**config.mk**
```make
export PLATFORM = sky130hd
export DESIGN_NAME = bc_rt_config_status_regs
export DESIGN_NICKNAME = d
export VERILOG_FILES = /design/src/hdl/bc_rt_regs_pkg.sv /design/src/hdl/bc_rt_config_status_regs.sv /design/src/hdl/gp_flag_bank.sv /design/src/hdl/irq_event_latch.sv
export SDC_FILE = /design/constraint.sdc
export NUM_CORES = 1
export LEC_CHECK = 0
export ABC_AREA = 1
export BUFFER_PORTS_ARGS = -buffer_cell sky130_fd_sc_hd__buf_2
export CORE_MARGIN = 5
export CORE_UTILIZATION = 26
export DETAILED_ROUTE_END_ITERATION = 8
export HOLD_SLACK_MARGIN = 0.12
export PLACE_DENSITY = 0.46
export SLEW_MARGIN = 20
export SYNTH_ARGS = -nofsm -noshare
export SYNTH_HDL_FRONTEND = slang
export SYNTH_HIERARCHICAL = 1
export SYNTH_SLANG_ARGS = --single-unit
```
**constraint.sdc**
```tcl
create_clock -name clock -period 2.4 [get_ports clock]
set_clock_uncertainty 0.05 [all_clocks]
set_input_delay 0.48 -clock clock [delete_from_list [all_inputs] [get_ports clock]]
set_output_delay 0.48 -clock clock [all_outputs]
set_load 0.1 [all_outputs]
```
**src/hdl/bc_rt_regs_pkg.sv**
```systemverilog
package bc_rt_regs_pkg;

  localparam int ADR_W = 8;
  localparam int IDX_W = 6;

  // Register indices; the byte address is four times the index
  localparam logic [IDX_W-1:0] IDX_CONFIG_SEVEN = 6'h19;
  localparam logic [IDX_W-1:0] IDX_FLAG_CONDITION = 6'h1b;
  localparam logic [IDX_W-1:0] IDX_SELF_TEST = 6'h1c;
  localparam logic [IDX_W-1:0] IDX_INT_MASK_TWO = 6'h1d;
  localparam logic [IDX_W-1:0] IDX_INT_STATUS_TWO = 6'h1e;

  // Seventh configuration register
  localparam logic [15:0] CFG7_RESET = 16'h0000;
  localparam logic [15:0] CFG7_WRITABLE = 16'hfc1f;
  localparam int CFG7_BASE_HI = 15;
  localparam int CFG7_BASE_LO = 10;
  localparam int CFG7_RT_HALT = 4;
  localparam int CFG7_RESP_TIME = 3;
  localparam int CFG7_TT_SYNC = 2;
  localparam int CFG7_WATCHDOG = 1;
  localparam int CFG7_MC_RESET = 0;

  // Flag port and condition register
  localparam logic [7:0] FLAGS_RESET = 8'h00;
  localparam int FLAG_SET_HI = 7;
  localparam int FLAG_SET_LO = 0;
  localparam int FLAG_CLR_HI = 15;
  localparam int FLAG_CLR_LO = 8;
  localparam logic [15:0] COND_OFFLINE = 16'h0000;
  localparam int COND_ONE = 15;
  localparam int COND_RETRY_HI = 14;
  localparam int COND_RETRY_LO = 13;
  localparam int COND_BAD = 12;
  localparam int COND_STATUS_SET = 11;
  localparam int COND_GOOD_BLOCK = 10;
  localparam int COND_FORMAT = 9;
  localparam int COND_NO_RESP = 8;
  localparam int COND_FLAGS_HI = 7;
  localparam int COND_FLAGS_LO = 0;

  // Self-test status register
  localparam int ST_PROTO_DONE = 15;
  localparam int ST_PROTO_BUSY = 14;
  localparam int ST_PROTO_PASS = 13;
  localparam int ST_PROTO_ABORT = 12;
  localparam int ST_PROTO_ACTIVE = 11;
  localparam int ST_RAM_DONE = 7;
  localparam int ST_RAM_BUSY = 6;
  localparam int ST_RAM_PASS = 5;

  // Second interrupt mask and status layout
  localparam logic [15:0] MASK2_RESET = 16'h0000;
  localparam logic [15:0] INT2_RESET = 16'h0000;
  localparam logic [15:0] INT2_USED = 16'h7ffe;
  localparam int INT_MASTER = 15;
  localparam int INT_PARITY = 14;
  localparam int INT_ILLEGAL = 13;
  localparam int INT_QUEUE = 12;
  localparam int INT_CALL_STACK = 11;
  localparam int INT_TRAP = 10;
  localparam int INT_RT_CMD_HALF = 9;
  localparam int INT_RT_CIRC_HALF = 8;
  localparam int INT_MON_CMD_HALF = 7;
  localparam int INT_MON_DATA_HALF = 6;
  localparam int INT_USER_HI = 5;
  localparam int INT_USER_LO = 2;
  localparam int INT_TEST_DONE = 1;

  typedef enum logic {PH_IDLE, PH_ACK} busPhase_e;

  function automatic logic [15:0] laneMask(input logic [1:0] sel);
    laneMask = {{8{sel[1]}}, {8{sel[0]}}};
  endfunction : laneMask

  function automatic logic [15:0] laneMerge(
    input logic [15:0] old,
    input logic [15:0] wr,
    input logic [1:0] sel
  );
    logic [15:0] m;
    m = laneMask(sel);
    laneMerge = (old & ~m) | (wr & m);
  endfunction : laneMerge

endpackage : bc_rt_regs_pkg

```
**src/hdl/bc_rt_config_status_regs.sv**
```systemverilog
// The Wishbone slave port was chosen for this implementation.
`timescale 1ns/10ps
module bc_rt_config_status_regs
  import bc_rt_regs_pkg::*;
(
  input wire logic clock,
  input wire logic sys_rst,

  // Wishbone classic slave
  input wire logic cyc_i,
  input wire logic stb_i,
  input wire logic we_i,
  input wire logic [ADR_W-1:0] adr_i,
  input wire logic [3:0] sel_i,
  input wire logic [31:0] dat_i,
  output logic [31:0] dat_o,
  output logic ack_o,

  // Controller engine state
  input wire logic bcOnline,
  input wire logic [1:0] retryCount,
  input wire logic badMessage,
  input wire logic msgStatusSet,
  input wire logic goodBlock,
  input wire logic formatError,
  input wire logic noResponse,
  input wire logic [7:0] engineFlagSet,
  input wire logic [7:0] engineFlagClear,

  // Self-test state
  input wire logic protoTestDone,
  input wire logic protoTestBusy,
  input wire logic protoTestPass,
  input wire logic protoTestAbort,
  input wire logic ramTestDone,
  input wire logic ramTestBusy,
  input wire logic ramTestPass,

  // Interrupt sources, one-cycle pulses
  input wire logic opcodeParityError,
  input wire logic illegalCommand,
  input wire logic queueRollover,
  input wire logic callStackError,
  input wire logic trapOpcode,
  input wire logic rtCmdStackHalf,
  input wire logic rtCircBufHalf,
  input wire logic monCmdStackHalf,
  input wire logic monDataStackHalf,
  input wire logic userEventZero,
  input wire logic userEventOne,
  input wire logic userEventTwo,
  input wire logic userEventThree,

  // Configuration, flag and interrupt outputs
  output logic [5:0] memBaseAddr,
  output logic rtHaltEnable,
  output logic responseTimeSelect,
  output logic timeTagSyncEnable,
  output logic watchdogEnable,
  output logic modeCodeResetSelect,
  output logic [7:0] gpFlags,
  output logic irq
);

  typedef struct packed {
    busPhase_e phase;
    logic [15:0] rdData;
    logic [15:0] cfg7;
    logic [15:0] mask2;
    logic testDonePrev;
  } regState_s;

  regState_s st;
  regState_s next_st;

  logic [IDX_W-1:0] idx;
  logic req;
  logic wrReq;
  logic rdReq;
  logic [15:0] lanes;
  logic [15:0] wrData;
  logic [7:0] hostSet;
  logic [7:0] hostClear;
  logic [7:0] flags;
  logic statusClear;
  logic [15:0] events;
  logic [15:0] intStatus;
  logic irqLevel;
  logic testDoneNow;
  logic [15:0] condValue;
  logic [15:0] selfTestValue;
  logic [15:0] readValue;

  // Bus decode
  assign idx = adr_i[ADR_W-1:2];
  assign req = cyc_i & stb_i & (st.phase == PH_IDLE);
  assign wrReq = req & we_i;
  assign rdReq = req & ~we_i;
  assign lanes = laneMask(sel_i[1:0]);
  assign wrData = dat_i[15:0] & lanes;

  // Flag port: low byte sets, high byte clears
  always_comb begin
    hostSet = 8'h00;
    hostClear = 8'h00;
    if (wrReq && idx == IDX_FLAG_CONDITION) begin
      hostSet = wrData[FLAG_SET_HI:FLAG_SET_LO];
      hostClear = wrData[FLAG_CLR_HI:FLAG_CLR_LO];
    end
  end

  gp_flag_bank u_flags (
    .clock(clock),
    .sys_rst(sys_rst),
    .hostSet(hostSet),
    .hostClear(hostClear),
    .engineSet(engineFlagSet),
    .engineClear(engineFlagClear),
    .flags(flags)
  );

  // Either self-test finishing raises the completion event, if the other is not already done
  assign testDoneNow = protoTestDone | ramTestDone;

  always_comb begin
    events = 16'h0000;
    events[INT_PARITY] = opcodeParityError;
    events[INT_ILLEGAL] = illegalCommand;
    events[INT_QUEUE] = queueRollover;
    events[INT_CALL_STACK] = callStackError;
    events[INT_TRAP] = trapOpcode;
    events[INT_RT_CMD_HALF] = rtCmdStackHalf;
    events[INT_RT_CIRC_HALF] = rtCircBufHalf;
    events[INT_MON_CMD_HALF] = monCmdStackHalf;
    events[INT_MON_DATA_HALF] = monDataStackHalf;
    events[INT_USER_HI:INT_USER_LO] = {
      userEventThree,
      userEventTwo,
      userEventOne,
      userEventZero
    };
    events[INT_TEST_DONE] = testDoneNow & ~st.testDonePrev;
  end

  // Writing ones to the status address clears those bits
  assign statusClear = wrReq & (idx == IDX_INT_STATUS_TWO);

  irq_event_latch u_events (
    .clock(clock),
    .sys_rst(sys_rst),
    .events(events),
    .clearWrite(statusClear),
    .clearBits(wrData),
    .mask(st.mask2),
    .status(intStatus),
    .irqOut(irqLevel)
  );

  // Condition register, forced to zero while offline
  always_comb begin
    condValue = COND_OFFLINE;
    if (bcOnline) begin
      condValue[COND_ONE] = 1'b1;
      condValue[COND_RETRY_HI:COND_RETRY_LO] = retryCount;
      condValue[COND_BAD] = badMessage;
      condValue[COND_STATUS_SET] = msgStatusSet;
      condValue[COND_GOOD_BLOCK] = goodBlock;
      condValue[COND_FORMAT] = formatError;
      condValue[COND_NO_RESP] = noResponse;
      // Flags 1 and 0 double as equal and less-than
      condValue[COND_FLAGS_HI:COND_FLAGS_LO] = flags;
    end
  end

  // Self-test status; unlisted bits stay zero
  always_comb begin
    selfTestValue = 16'h0000;
    selfTestValue[ST_PROTO_DONE] = protoTestDone;
    selfTestValue[ST_PROTO_BUSY] = protoTestBusy;
    selfTestValue[ST_PROTO_PASS] = protoTestPass;
    selfTestValue[ST_PROTO_ABORT] = protoTestAbort;
    selfTestValue[ST_PROTO_ACTIVE] = protoTestDone | protoTestBusy;
    selfTestValue[ST_RAM_DONE] = ramTestDone;
    selfTestValue[ST_RAM_BUSY] = ramTestBusy;
    selfTestValue[ST_RAM_PASS] = ramTestPass;
  end

  // Read multiplexer; unmapped addresses read zero
  always_comb begin
    readValue = 16'h0000;
    case (idx)
      IDX_CONFIG_SEVEN: begin
        readValue = st.cfg7 & CFG7_WRITABLE;
      end
      IDX_FLAG_CONDITION: begin
        readValue = condValue;
      end
      IDX_SELF_TEST: begin
        readValue = selfTestValue;
      end
      IDX_INT_MASK_TWO: begin
        readValue = st.mask2 & INT2_USED;
      end
      IDX_INT_STATUS_TWO: begin
        readValue = intStatus & INT2_USED;
        readValue[INT_MASTER] = irqLevel;
      end
      default: begin
        readValue = 16'h0000;
      end
    endcase
  end

  always_comb begin
    next_st = st;
    next_st.testDonePrev = testDoneNow;
    case (st.phase)
      PH_IDLE: begin
        if (req) begin
          next_st.phase = PH_ACK;
        end
      end
      PH_ACK: begin
        next_st.phase = PH_IDLE;
      end
      default: begin
        next_st.phase = PH_IDLE;
      end
    endcase
    next_st.rdData = rdReq ? readValue : 16'h0000;
    if (wrReq && idx == IDX_CONFIG_SEVEN) begin
      // Reserved bits 9:5 are never stored
      next_st.cfg7 = laneMerge(st.cfg7, dat_i[15:0], sel_i[1:0])
        & CFG7_WRITABLE;
    end
    if (wrReq && idx == IDX_INT_MASK_TWO) begin
      next_st.mask2 = laneMerge(st.mask2, dat_i[15:0], sel_i[1:0])
        & INT2_USED;
    end
  end

  always_ff @(posedge clock) begin
    if (sys_rst) begin
      st <= '{
        phase: PH_IDLE,
        rdData: 16'h0000,
        cfg7: CFG7_RESET,
        mask2: MASK2_RESET,
        testDonePrev: 1'b0
      };
    end else begin
      st <= next_st;
    end
  end

  // Bus outputs
  assign ack_o = (st.phase == PH_ACK);
  assign dat_o = {16'h0000, st.rdData};

  // Configuration fields
  assign memBaseAddr = st.cfg7[CFG7_BASE_HI:CFG7_BASE_LO];
  assign rtHaltEnable = st.cfg7[CFG7_RT_HALT];
  assign responseTimeSelect = st.cfg7[CFG7_RESP_TIME];
  assign timeTagSyncEnable = st.cfg7[CFG7_TT_SYNC];
  assign watchdogEnable = st.cfg7[CFG7_WATCHDOG];
  assign modeCodeResetSelect = st.cfg7[CFG7_MC_RESET];
  assign gpFlags = flags;
  assign irq = irqLevel;

endmodule : bc_rt_config_status_regs

```
**src/hdl/gp_flag_bank.sv**
```systemverilog
`timescale 1ns/10ps
module gp_flag_bank
  import bc_rt_regs_pkg::*;
(
  input wire logic clock,
  input wire logic sys_rst,
  input wire logic [7:0] hostSet,
  input wire logic [7:0] hostClear,
  input wire logic [7:0] engineSet,
  input wire logic [7:0] engineClear,
  output logic [7:0] flags
);

  typedef struct packed {
    logic [7:0] flags;
  } flagState_s;

  flagState_s st;
  flagState_s next_st;

  always_comb begin
    next_st = st;
    // Any set beats any clear of the same flag
    next_st.flags = (st.flags & ~(hostClear | engineClear))
      | hostSet | engineSet;
  end

  always_ff @(posedge clock) begin
    if (sys_rst) begin
      st <= '{flags: FLAGS_RESET};
    end else begin
      st <= next_st;
    end
  end

  assign flags = st.flags;

endmodule : gp_flag_bank

```
**src/hdl/irq_event_latch.sv**
```systemverilog
`timescale 1ns/10ps
module irq_event_latch
  import bc_rt_regs_pkg::*;
(
  input wire logic clock,
  input wire logic sys_rst,
  input wire logic [15:0] events,
  input wire logic clearWrite,
  input wire logic [15:0] clearBits,
  input wire logic [15:0] mask,
  output logic [15:0] status,
  output logic irqOut
);

  typedef struct packed {
    logic [15:0] status;
    logic irq;
  } latchState_s;

  latchState_s st;
  latchState_s next_st;
  logic [15:0] clearNow;

  always_comb begin
    next_st = st;
    clearNow = clearWrite ? clearBits : 16'h0000;
    // Event in the clear cycle survives
    next_st.status = ((st.status & ~clearNow) | events) & INT2_USED;
    // Masked events stay recorded but cannot raise the output
    next_st.irq = |(next_st.status & mask);
  end

  always_ff @(posedge clock) begin
    if (sys_rst) begin
      st <= '{status: INT2_RESET, irq: 1'b0};
    end else begin
      st <= next_st;
    end
  end

  assign status = st.status;
  assign irqOut = st.irq;

endmodule : irq_event_latch

```
Word level (Yosys, flattened, before mapping) --
Cells that the tools add are included. W data, S select, Z words.
Operators by class: equal/unequal tests 5, multiplexer cells 7, bitwise gates (word level) 27, reduce and logical (&&, ||, !) cells 5
Operators by type and width (number):
- $pmux W16 S5 | 1
- $and A15 B15 Y15 | 3
- $and A16 B16 Y16 | 2
- $eq A6 B5 Y1 const B | 5
- $or A15 B15 Y15 | 2
- $or A8 B8 Y8 | 3
- $mux W16 | 1
- $mux W8 | 2
- $not A16 Y16 | 1
- $or A16 B16 Y16 | 1
- $reduce_or A16 Y1 | 1
- $mux W15 | 1
- $not A15 Y15 | 1
- $and A8 B8 Y8 | 1
- $not A8 Y8 | 1
- $and A1 B1 Y1 | 6
- $not A1 Y1 | 4
- $logic_and A1 B1 Y1 | 3
- $or A1 B1 Y1 | 2
- $pmux W1 S2 | 1
- $reduce_or A2 Y1 | 1
- $mux W1 | 1
Word-level totals: bits in registers 66, input bits 93, output and inout bits 53, word-level logic and storage cells 52

Depth between registers and ports, before layout --
Gate-level depths: netlist (run 1).
depth after elaboration 10, mapped depth 15, depth with buffers taken out 13

Cells and area by module --
Netlist (run 1), hierarchy kept.
By module, submodules not included:
- bc_rt_config_status_regs | instances 1, cells an instance 395, area each 2621.3 um2, sequential area each 860.8 um2
- irq_event_latch | instances 1, cells an instance 119, area each 723.2 um2, sequential area each 300.3 um2
- gp_flag_bank | instances 1, cells an instance 41, area each 327.8 um2, sequential area each 160.2 um2

Worst setup path before layout (run 1) --
No wires, ideal clock.
kind register to register, from reg st (netlist bit ack_o), to reg u_events.st (netlist bit u_events/irqOut), library setup time 0.128 ns, data arrival time 2.112 ns, data required time 2.222 ns, slack 0.110 ns, cell stages (with the launch flop) 16, path buffers 2, period minus slack after synthesis 2.290 ns, cell sequence dfxtp_1 -> inv_1 -> nand3_1 -> nor2_1 -> buf_2 -> and3_1 -> buf_6 -> nand2_1 -> nand2_1 -> nand2_1 -> nand2_1 -> nand2_1 -> nor2_1 -> nand2_1 -> nor2_1 -> nor2_1
Between the ends: word-level cells in the longest chain between the ends 10
RTL lines:
- from (decl) | line bc_rt_config_status_regs.sv:73 | regState_s st;
- from (signal assigned) | line bc_rt_config_status_regs.sv:244 | st <= '{
- from (signal assigned) | line bc_rt_config_status_regs.sv:252 | st <= next_st;
- $not A1 Y1
- $and A1 B1 Y1 | line bc_rt_config_status_regs.sv:96 | assign req = cyc_i & stb_i & (st.phase == PH_IDLE);
- $and A1 B1 Y1 | line bc_rt_config_status_regs.sv:97 | assign wrReq = req & we_i;
- $and A1 B1 Y1 | line bc_rt_config_status_regs.sv:146 | assign statusClear = wrReq & (idx == IDX_INT_STATUS_TWO);
- named net statusClear | line bc_rt_config_status_regs.sv:85 | logic statusClear;
- $mux W15 | line irq_event_latch.sv:26 | clearNow = clearWrite ? clearBits : 16'h0000;
- $not A15 Y15 | line irq_event_latch.sv:28 | next_st.status = ((st.status & ~clearNow) | events) & INT2_USED;
- $and A15 B15 Y15 | line irq_event_latch.sv:28
- $or A15 B15 Y15 | line irq_event_latch.sv:28
- $and A15 B15 Y15 | line irq_event_latch.sv:30 | next_st.irq = |(next_st.status & mask);
- $reduce_or A16 Y1 | line irq_event_latch.sv:30
- to (signal assigned) | line irq_event_latch.sv:35 | st <= '{status: INT2_RESET, irq: 1'b0};
- to (signal assigned) | line irq_event_latch.sv:37 | st <= next_st;
- to (decl) | line irq_event_latch.sv:20 | latchState_s st;
The timed path passes the listed nets, and every way through them passes these cells. A chain may end at the register's enable or synchronous reset.

Worst setup path after layout (run 1) --
from reg st (netlist bit ack_o), to reg u_flags.st (netlist bit u_flags/flags[3])
Between the ends: word-level cells in the longest chain between the ends 10, elaborated cells on any way between the ends 11, classes of those cells 2 x mux; 8 x bitwise; 1 x reduce/logical
RTL lines:
- $not A1 Y1
- $and A1 B1 Y1 | line bc_rt_config_status_regs.sv:96
- $and A1 B1 Y1 | line bc_rt_config_status_regs.sv:97
- $logic_and A1 B1 Y1 | line bc_rt_config_status_regs.sv:106 | if (wrReq && idx == IDX_FLAG_CONDITION) begin
- $mux W8 | line bc_rt_config_status_regs.sv:106
- named net hostClear[3] | line bc_rt_config_status_regs.sv:83 | logic [7:0] hostClear;
- $or A8 B8 Y8 | line gp_flag_bank.sv:24 | next_st.flags = (st.flags & ~(hostClear | engineClear))
- $not A8 Y8 | line gp_flag_bank.sv:24
- $and A8 B8 Y8 | line gp_flag_bank.sv:24
- $or A8 B8 Y8 (2 in series) | line gp_flag_bank.sv:25 | | hostSet | engineSet;
- to (signal assigned) | line gp_flag_bank.sv:30 | st <= '{flags: FLAGS_RESET};
- to (signal assigned) | line gp_flag_bank.sv:32 | st <= next_st;
- to (decl) | line gp_flag_bank.sv:18 | flagState_s st;
The timed path passes the listed nets, and every way through them passes these cells.

==> key figures, run 1 <==
Run status
  • Run status: finished, final reports clean

STA
  • Min setup slack post-route: 0.5109 ns
  • Final setup TNS: 0 ns
  • Final hold slack: 0.3506 ns
  • Final min period: 1.889 ns
  • Final hold vios: 0
  • Fmax: 0.5294 GHz
  • Max Slew Vio Count: 0
  • Slew @ Worst Pin: 0.6360 ns
  • Endpoints failing setup: 0
  • Rel. slew slack: 57.60%
  • Final period util: 78.71%
  • RSZ-0062 raised after global routing: false

Global routing
  • Vias in the first global route: 3668
  • Initial antenna violation count: 1
  • Met2 usage: 23.84%
  • First-pass GRT wire length: 19840 um
  • Grt met3 use: 3.985%
  • Global route overflow: 0
  • Tot GR Track Use: 15.66%
  • Largest net degree at the start of global routing: 50
  • Met1 Use GR: 20.81%
  • Top Usage Layer GRT: met2

CTS
  • TritonCTS Buffers: 9
  • Setup Fix Bufs, Post-CTS: 0
  • Hold_buf cts: 0
  • Clock root cell: clkbuf_16
  • TritonCTS clock tree: done
  • H-tree depth: 3
  • Clk_lat worst skew: 0.34 ns
  • Worst-path clk slew: 0.06 ns
  • Clock sinks: 66
  • Cts repair resizes: 0
  • Maximum root-to-sink buffer count: 2

Setup path
  • Worst flop-to-flop path startpoint: ack_o$_SDFF_PP0_
  • Worst setup SP type: flop
  • Crit end category: flop
  • CP Class: flop to flop
  • Flop2flop setup slack: 0.51 ns
  • CP Data Arrival Time: 2.03 ns
  • CP max FO: 30
  • Worst R2R End: u_flags/flags[3]$_SDFF_PP0_
  • Required @ worst endpoint: 2.54 ns
  • CP startpoint: ack_o$_SDFF_PP0_
  • CP endpoint: u_flags/flags[3]$_SDFF_PP0_
  • Worst R2R Path Depth: 10

Cells and area
  • Most common cell after layout, fill and taps aside: nand2_1
  • Commonest non-fill, non-tap cells in the layout: nand2_1, buf_2, dfxtp_1
  • Share of cells above drive strength 1: 25.00%
  • Synthesis-to-finish area growth: 22.82%
  • # nets final: 729
  • Final core utilization: 32.39%

Pwr
  • Sw frac: 27.89%
  • Cell-internal power: 2.181 mW
  • Net Sw Power: 0.8435 mW
  • VDD IR-drop max: 345.1 uV
  • Register share of total power: 37.7%
  • Design Power: 3.024 mW
  • Power Dens Cells: 675.4 mW/mm2
  • P_leak: 2.151 nW
  • Comb pwr share: 14.5%
  • Clock power frac: 47.8%

Detailed routing
  • Avg Vias per Cell: 4.564
  • Post-route ant nets: 0
  • Iteration-0 DRC Markers: 276
  • Routed vias: 3747
  • WL final: 12900 um
  • WL per Instance: 15.71 um
  • DRC Markers: 0
  • First-pass DRT Iterations: 4

Place
  • RD Place Congestion: 0.7977
  • Port bufs: 109
  • DP HPWL: 9536 um
  • Placement Setup Slack: 0.2942 ns

Die
  • Die extent in x: 128.4 um
  • Initial Util: 26.37%
  • Row count: 43
  • Die area: 0.01649 mm2
  • Placeable Area: 0.01383 mm2
  • I/O Pins: 146
  • Die height: 128.4 um

Synthesis
  • Synth warnings: 6
  • Post-Synthesis Cell Area: 0.003646 mm2
  • Synth Instances: 550
  • Mapped Avg Cell Area: 6.629 um2

Job
  • Max-cap viol count: 0

Hold path
  • Worst min path class: primary input to flop
[routing by layer]
layer  share of wire, %  wire length [um]
met4                3.0               384
met1                 45              5816
met5                  0                 0
met3                7.2               923
met2                 45              5778
[cell type report]
| cell class | instances | area (um2) |
|---|---|---|
| well taps | 180 | 225.2 |
| fillers | 1543 | 9349 |
| clock inverters | 2 | 60.06 |
| flip-flops and latches | 66 | 1321 |
| multi-input cells | 394 | 1792 |
| repair buffers | 122 | 655.6 |
| diodes | 1 | 2.502 |
| inverters | 43 | 161.4 |
| clock buffers | 13 | 260.3 |
[worst min path at each step]
stage	from	cells past startpoint	endpoint
after detailed placement	flop	2	flop
after floorplan	flop	2	flop
after CTS	badMessage	3	dat_o[12]$_SDFF_PP0_
after global placement	flop	2	flop
final	retryCount[0]	3	dat_o[13]$_SDFF_PP0_
after global routing	retryCount[0]	3	dat_o[13]$_SDFF_PP0_
[worst max-delay path, stage by stage, from the launching register on]
cell	delay [ns]
dfxtp_1	0.30
inv_1	0.04
nand3_1	0.10
nor2_2	0.15
buf_4	0.35
nand3_2	0.09
buf_4	0.22
nor2_1	0.23
nor2_1	0.07
nand2_1	0.07
a21oi_2	0.04
[per-stage QoR]
| step | cells | area (um2) |
|---|---|---|
| 2_1_floorplan | 565 | 3702 |
| 3_3_place_gp | 805 | 4155 |
| 3_5_place_dp | 805 | 4155 |
| 4_1_cts | 820 | 4476 |
| 5_1_grt | 821 | 4478 |
| 6_report | 821 | 4478 |
[power by group through the flow]
stage | Clock, mW | Sequential, mW | Combinational, mW
finish | 1.45 | 1.14 | 0.438
global route | 1.52 | 1.14 | 0.473
CTS | 1.48 | 1.14 | 0.438
detailed placement | 0 | 1.16 | 0.437
global placement | 0 | 1.16 | 0.435
floorplan | 0 | 1.23 | 0.260
No activity file was read; power rests on OpenSTA's default activity.
==> run 2: changes to the inputs <==
--- a/config.mk
+++ b/config.mk
@@ -5,13 +5,13 @@
 export SDC_FILE = /design/constraint.sdc
 export NUM_CORES = 1
 export LEC_CHECK = 0
-export ABC_AREA = 1
+export ABC_AREA = 0
 export BUFFER_PORTS_ARGS = -buffer_cell sky130_fd_sc_hd__buf_2
 export CORE_MARGIN = 5
 export CORE_UTILIZATION = 26
 export DETAILED_ROUTE_END_ITERATION = 8
 export HOLD_SLACK_MARGIN = 0.12
-export PLACE_DENSITY = 0.46
+export PLACE_DENSITY = 0.48
 export SLEW_MARGIN = 20
 export SYNTH_ARGS = -nofsm -noshare
 export SYNTH_HDL_FRONTEND = slang
==> constraint.sdc (replaced) <==
create_clock -name clock -period 1.6 [get_ports clock]
set_clock_uncertainty 0.05 [all_clocks]
set_input_delay 0.32 -clock clock [delete_from_list [all_inputs] [get_ports clock]]
set_output_delay 0.32 -clock clock [all_outputs]
set_load 0.1 [all_outputs]
==> key figures, run 2 <==
Run status
  • Run status: finished, violations left
  • Failing checks: setup timing

Pwr
  • Power Dens Cells: 1004 mW/mm2 (+49%)
  • VDD IR-drop max: 433.7 uV (+26%)
  • P_leak: 2.263 nW (+5.2%)

Setup path
  • CP Class: flop to flop
  • CP Data Arrival Time: 1.98 ns (-0.05 ns)
  • Flop2flop setup slack: -0.25 ns (-0.76 ns)
  • Worst setup SP type: flop
  • Required @ worst endpoint: 1.74 ns (-0.80 ns)
  • CP max FO: 6 (-80%)
  • Worst R2R End: u_events/irqOut$_SDFF_PP0_
  • Worst R2R Path Depth: 6 (-4)
  • Crit end category: flop
  • Worst flop-to-flop path startpoint: ack_o$_SDFF_PP0_

Cells and area
  • Most common cell after layout, fill and taps aside: buf_2
  • Commonest non-fill, non-tap cells in the layout: buf_2, dfxtp_1, nor2_1
  • Fillers: 1350 (-13%)
  • Area of the multi-input gates: 0.001851 mm2 (+3.3%)
  • # nets final: 607 (-17%)
  • Synthesis-to-finish area growth: 37.76%
  • Share of cells above drive strength 1: 39.69% (+15 points)
  • Storage cell area: 0.001325 mm2 (+0.28%)
  • Fin area: 0.004702 mm2 (+5.0%)

STA
  • Min setup slack post-route: -0.2465 ns (-0.7574 ns)
  • Max Slew Vio Count: 0 (unchanged)
  • Fmax: 0.5416 GHz (+2.3%)
  • Slew @ Worst Pin: 0.5536 ns (-0.08232 ns)
  • Final hold slack: 0.1697 ns (-0.1808 ns)
  • Endpoints failing setup: 15 (+15)
  • RSZ-0062 raised after global routing: true
  • Final hold vios: 0 (unchanged)
  • Final min period: 1.847 ns (-0.04259 ns)
  • Rel. slew slack: 63.09% (+5.5 points)
  • Final period util: 115.4% (+37 points)

Place
  • RD Place Congestion: 0.8327 (+4.4%)
  • DP HPWL: 9079 um (-4.8%)
  • Placed cell areas: 0.004234 mm2 (+1.9%)
  • Port bufs: 109 (unchanged)
  • Placement Setup Slack: -0.3487 ns (-0.6429 ns)

CTS
  • TritonCTS clock tree: done
  • Clk_lat worst skew: 0.33 ns (about the same)
  • Hold_buf cts: 0 (unchanged)
  • Worst-path clk slew: 0.06 ns (about the same)
  • H-tree depth: 3 (unchanged)
  • Maximum root-to-sink buffer count: 2 (unchanged)
  • TritonCTS Buffers: 9 (unchanged)
  • Clock sinks: 66 (unchanged)
  • Clock root cell: clkbuf_16

Die
  • Die height: 124.6 um (-3.0%)
  • Placeable Area: 0.01272 mm2 (-8.0%)
  • Die extent in x: 124.6 um (-3.0%)
  • Initial Util: 26.83% (+0.46 points)
  • Row count: 41 (-4.7%)
  • I/O Pins: 146 (unchanged)
  • Die area: 0.01552 mm2 (-5.9%)

Global routing
  • First-pass GRT wire length: 18370 um (-7.4%)
  • Global route overflow: 0 (unchanged)
  • Largest net degree at the start of global routing: 50 (unchanged)
  • Tot GR Track Use: 14.89% (-0.77 points)
  • Initial antenna violation count: 1 (unchanged)
  • Vias in the first global route: 3273 (-11%)

Hold path
  • Worst min path class: primary input to flop
  • Hold depth: 3 (unchanged)
  • Hold Path End: u_events/status[5]$_SDFF_PP0_
  • Min-delay src: userEventThree

Detailed routing
  • Iteration-0 DRC Markers: 181 (-34%)
  • First-pass DRT Iterations: 4 (unchanged)
  • WL final: 11690 um (-9.4%)
  • Avg Vias per Cell: 4.607 (+0.94%)
  • Post-route ant nets: 0 (unchanged)
  • WL per Instance: 16.89 um (+7.5%)
  • DRC Markers: 0 (unchanged)
  • Routed vias: 3188 (-15%)

Job
  • Max-cap viol count: 0 (unchanged)

Synthesis
  • Synth warnings: 6 (unchanged)
  • Mapped Avg Cell Area: 8.730 um2 (+32%)
  • Synth Instances: 391 (-29%)
  • Post-Synthesis Cell Area: 0.003413 mm2 (-6.4%)
run 2: cell types whose count changed in the layout (fill, tap and decap cells not counted), moves of 7 or more:
cell	delta
mux2i_1	+29
nand2_1	-150
o21ai_0	+10
or3b_1	+7
a22o_1	+10
buf_6	+8
a21oi_1	-35
buf_4	+22
nand3_1	-39
a22oi_1	+14
nand4_1	-23
and2_1	+29
inv_1	-39
run 2: per-stage QoR:
step	setup TNS, ns	instances	utilization (%)	total power, mW
after floorplan	-1.326	406	-	2.211
after global placement	-3.476	673	33.28	2.417
after detailed placement	-4.009	673	33.28	2.420
after CTS	-1.281	691	36.48	4.752
after global routing	-3.228	692	36.96	4.903
final	-1.258	692	36.96	4.721
run 2: where the power goes:
part           switching, mW  total, mW  internal [mW]
logic                  0.490      0.695          0.205
registers             0.0262       1.71           1.68
clock network          0.779       2.31           1.54
run 2: worst max path at each step:
stage          cells past startpoint             start                         end  slack [ns]
2_1_floorplan                      7  ack_o$_SDFF_PP0_  u_events/irqOut$_SDFF_PP0_       -0.28
3_3_place_gp                       7          adr_i[7]  u_events/irqOut$_SDFF_PP0_       -0.31
3_5_place_dp                       7          adr_i[7]  u_events/irqOut$_SDFF_PP0_       -0.35
4_1_cts                            6  ack_o$_SDFF_PP0_  u_events/irqOut$_SDFF_PP0_       -0.26
5_1_grt                            6  ack_o$_SDFF_PP0_  u_events/irqOut$_SDFF_PP0_       -0.29
6_report                           6  ack_o$_SDFF_PP0_  u_events/irqOut$_SDFF_PP0_       -0.25
run 2: cell type report:
cell class	instances	share of cell area (%)
Antenna cell	1	0.05322
Sequential cell	66	28.18
Timing Repair Buffer	154	20.22
Multi-Input combinational cell	281	39.36
Inverter	2	0.1597
Tap cell	172	4.577
Clock buffer	9	4.790
Clock inverter	7	2.661
run 2: layer usage:
layer / GRT usage (%) / vias to the layer above / wire length (um)
met5: 0 / - / 0
met4: 4.320 / 0 / 128
met3: 3.859 / 10 / 981
met2: 22.96 / 123 / 5242
met1: 20.47 / 1505 / 5335
li1: - / 1550 / -
run 2: repair_timing:
action,in CTS,in global routing
setup endpoints to repair,17,40
gates resized for setup,13,16
buffers inserted,1,0
gates cloned,1,0
pin swaps,4,4
run 2: critical path: stages, from the launching register on:
cell,delay [ns]
dfxtp_4,0.34
and4b_2,0.32
and3_4,0.28
and3b_1,0.18
o22ai_1,0.10
a2111oi_2,0.31
a31oi_1,0.12
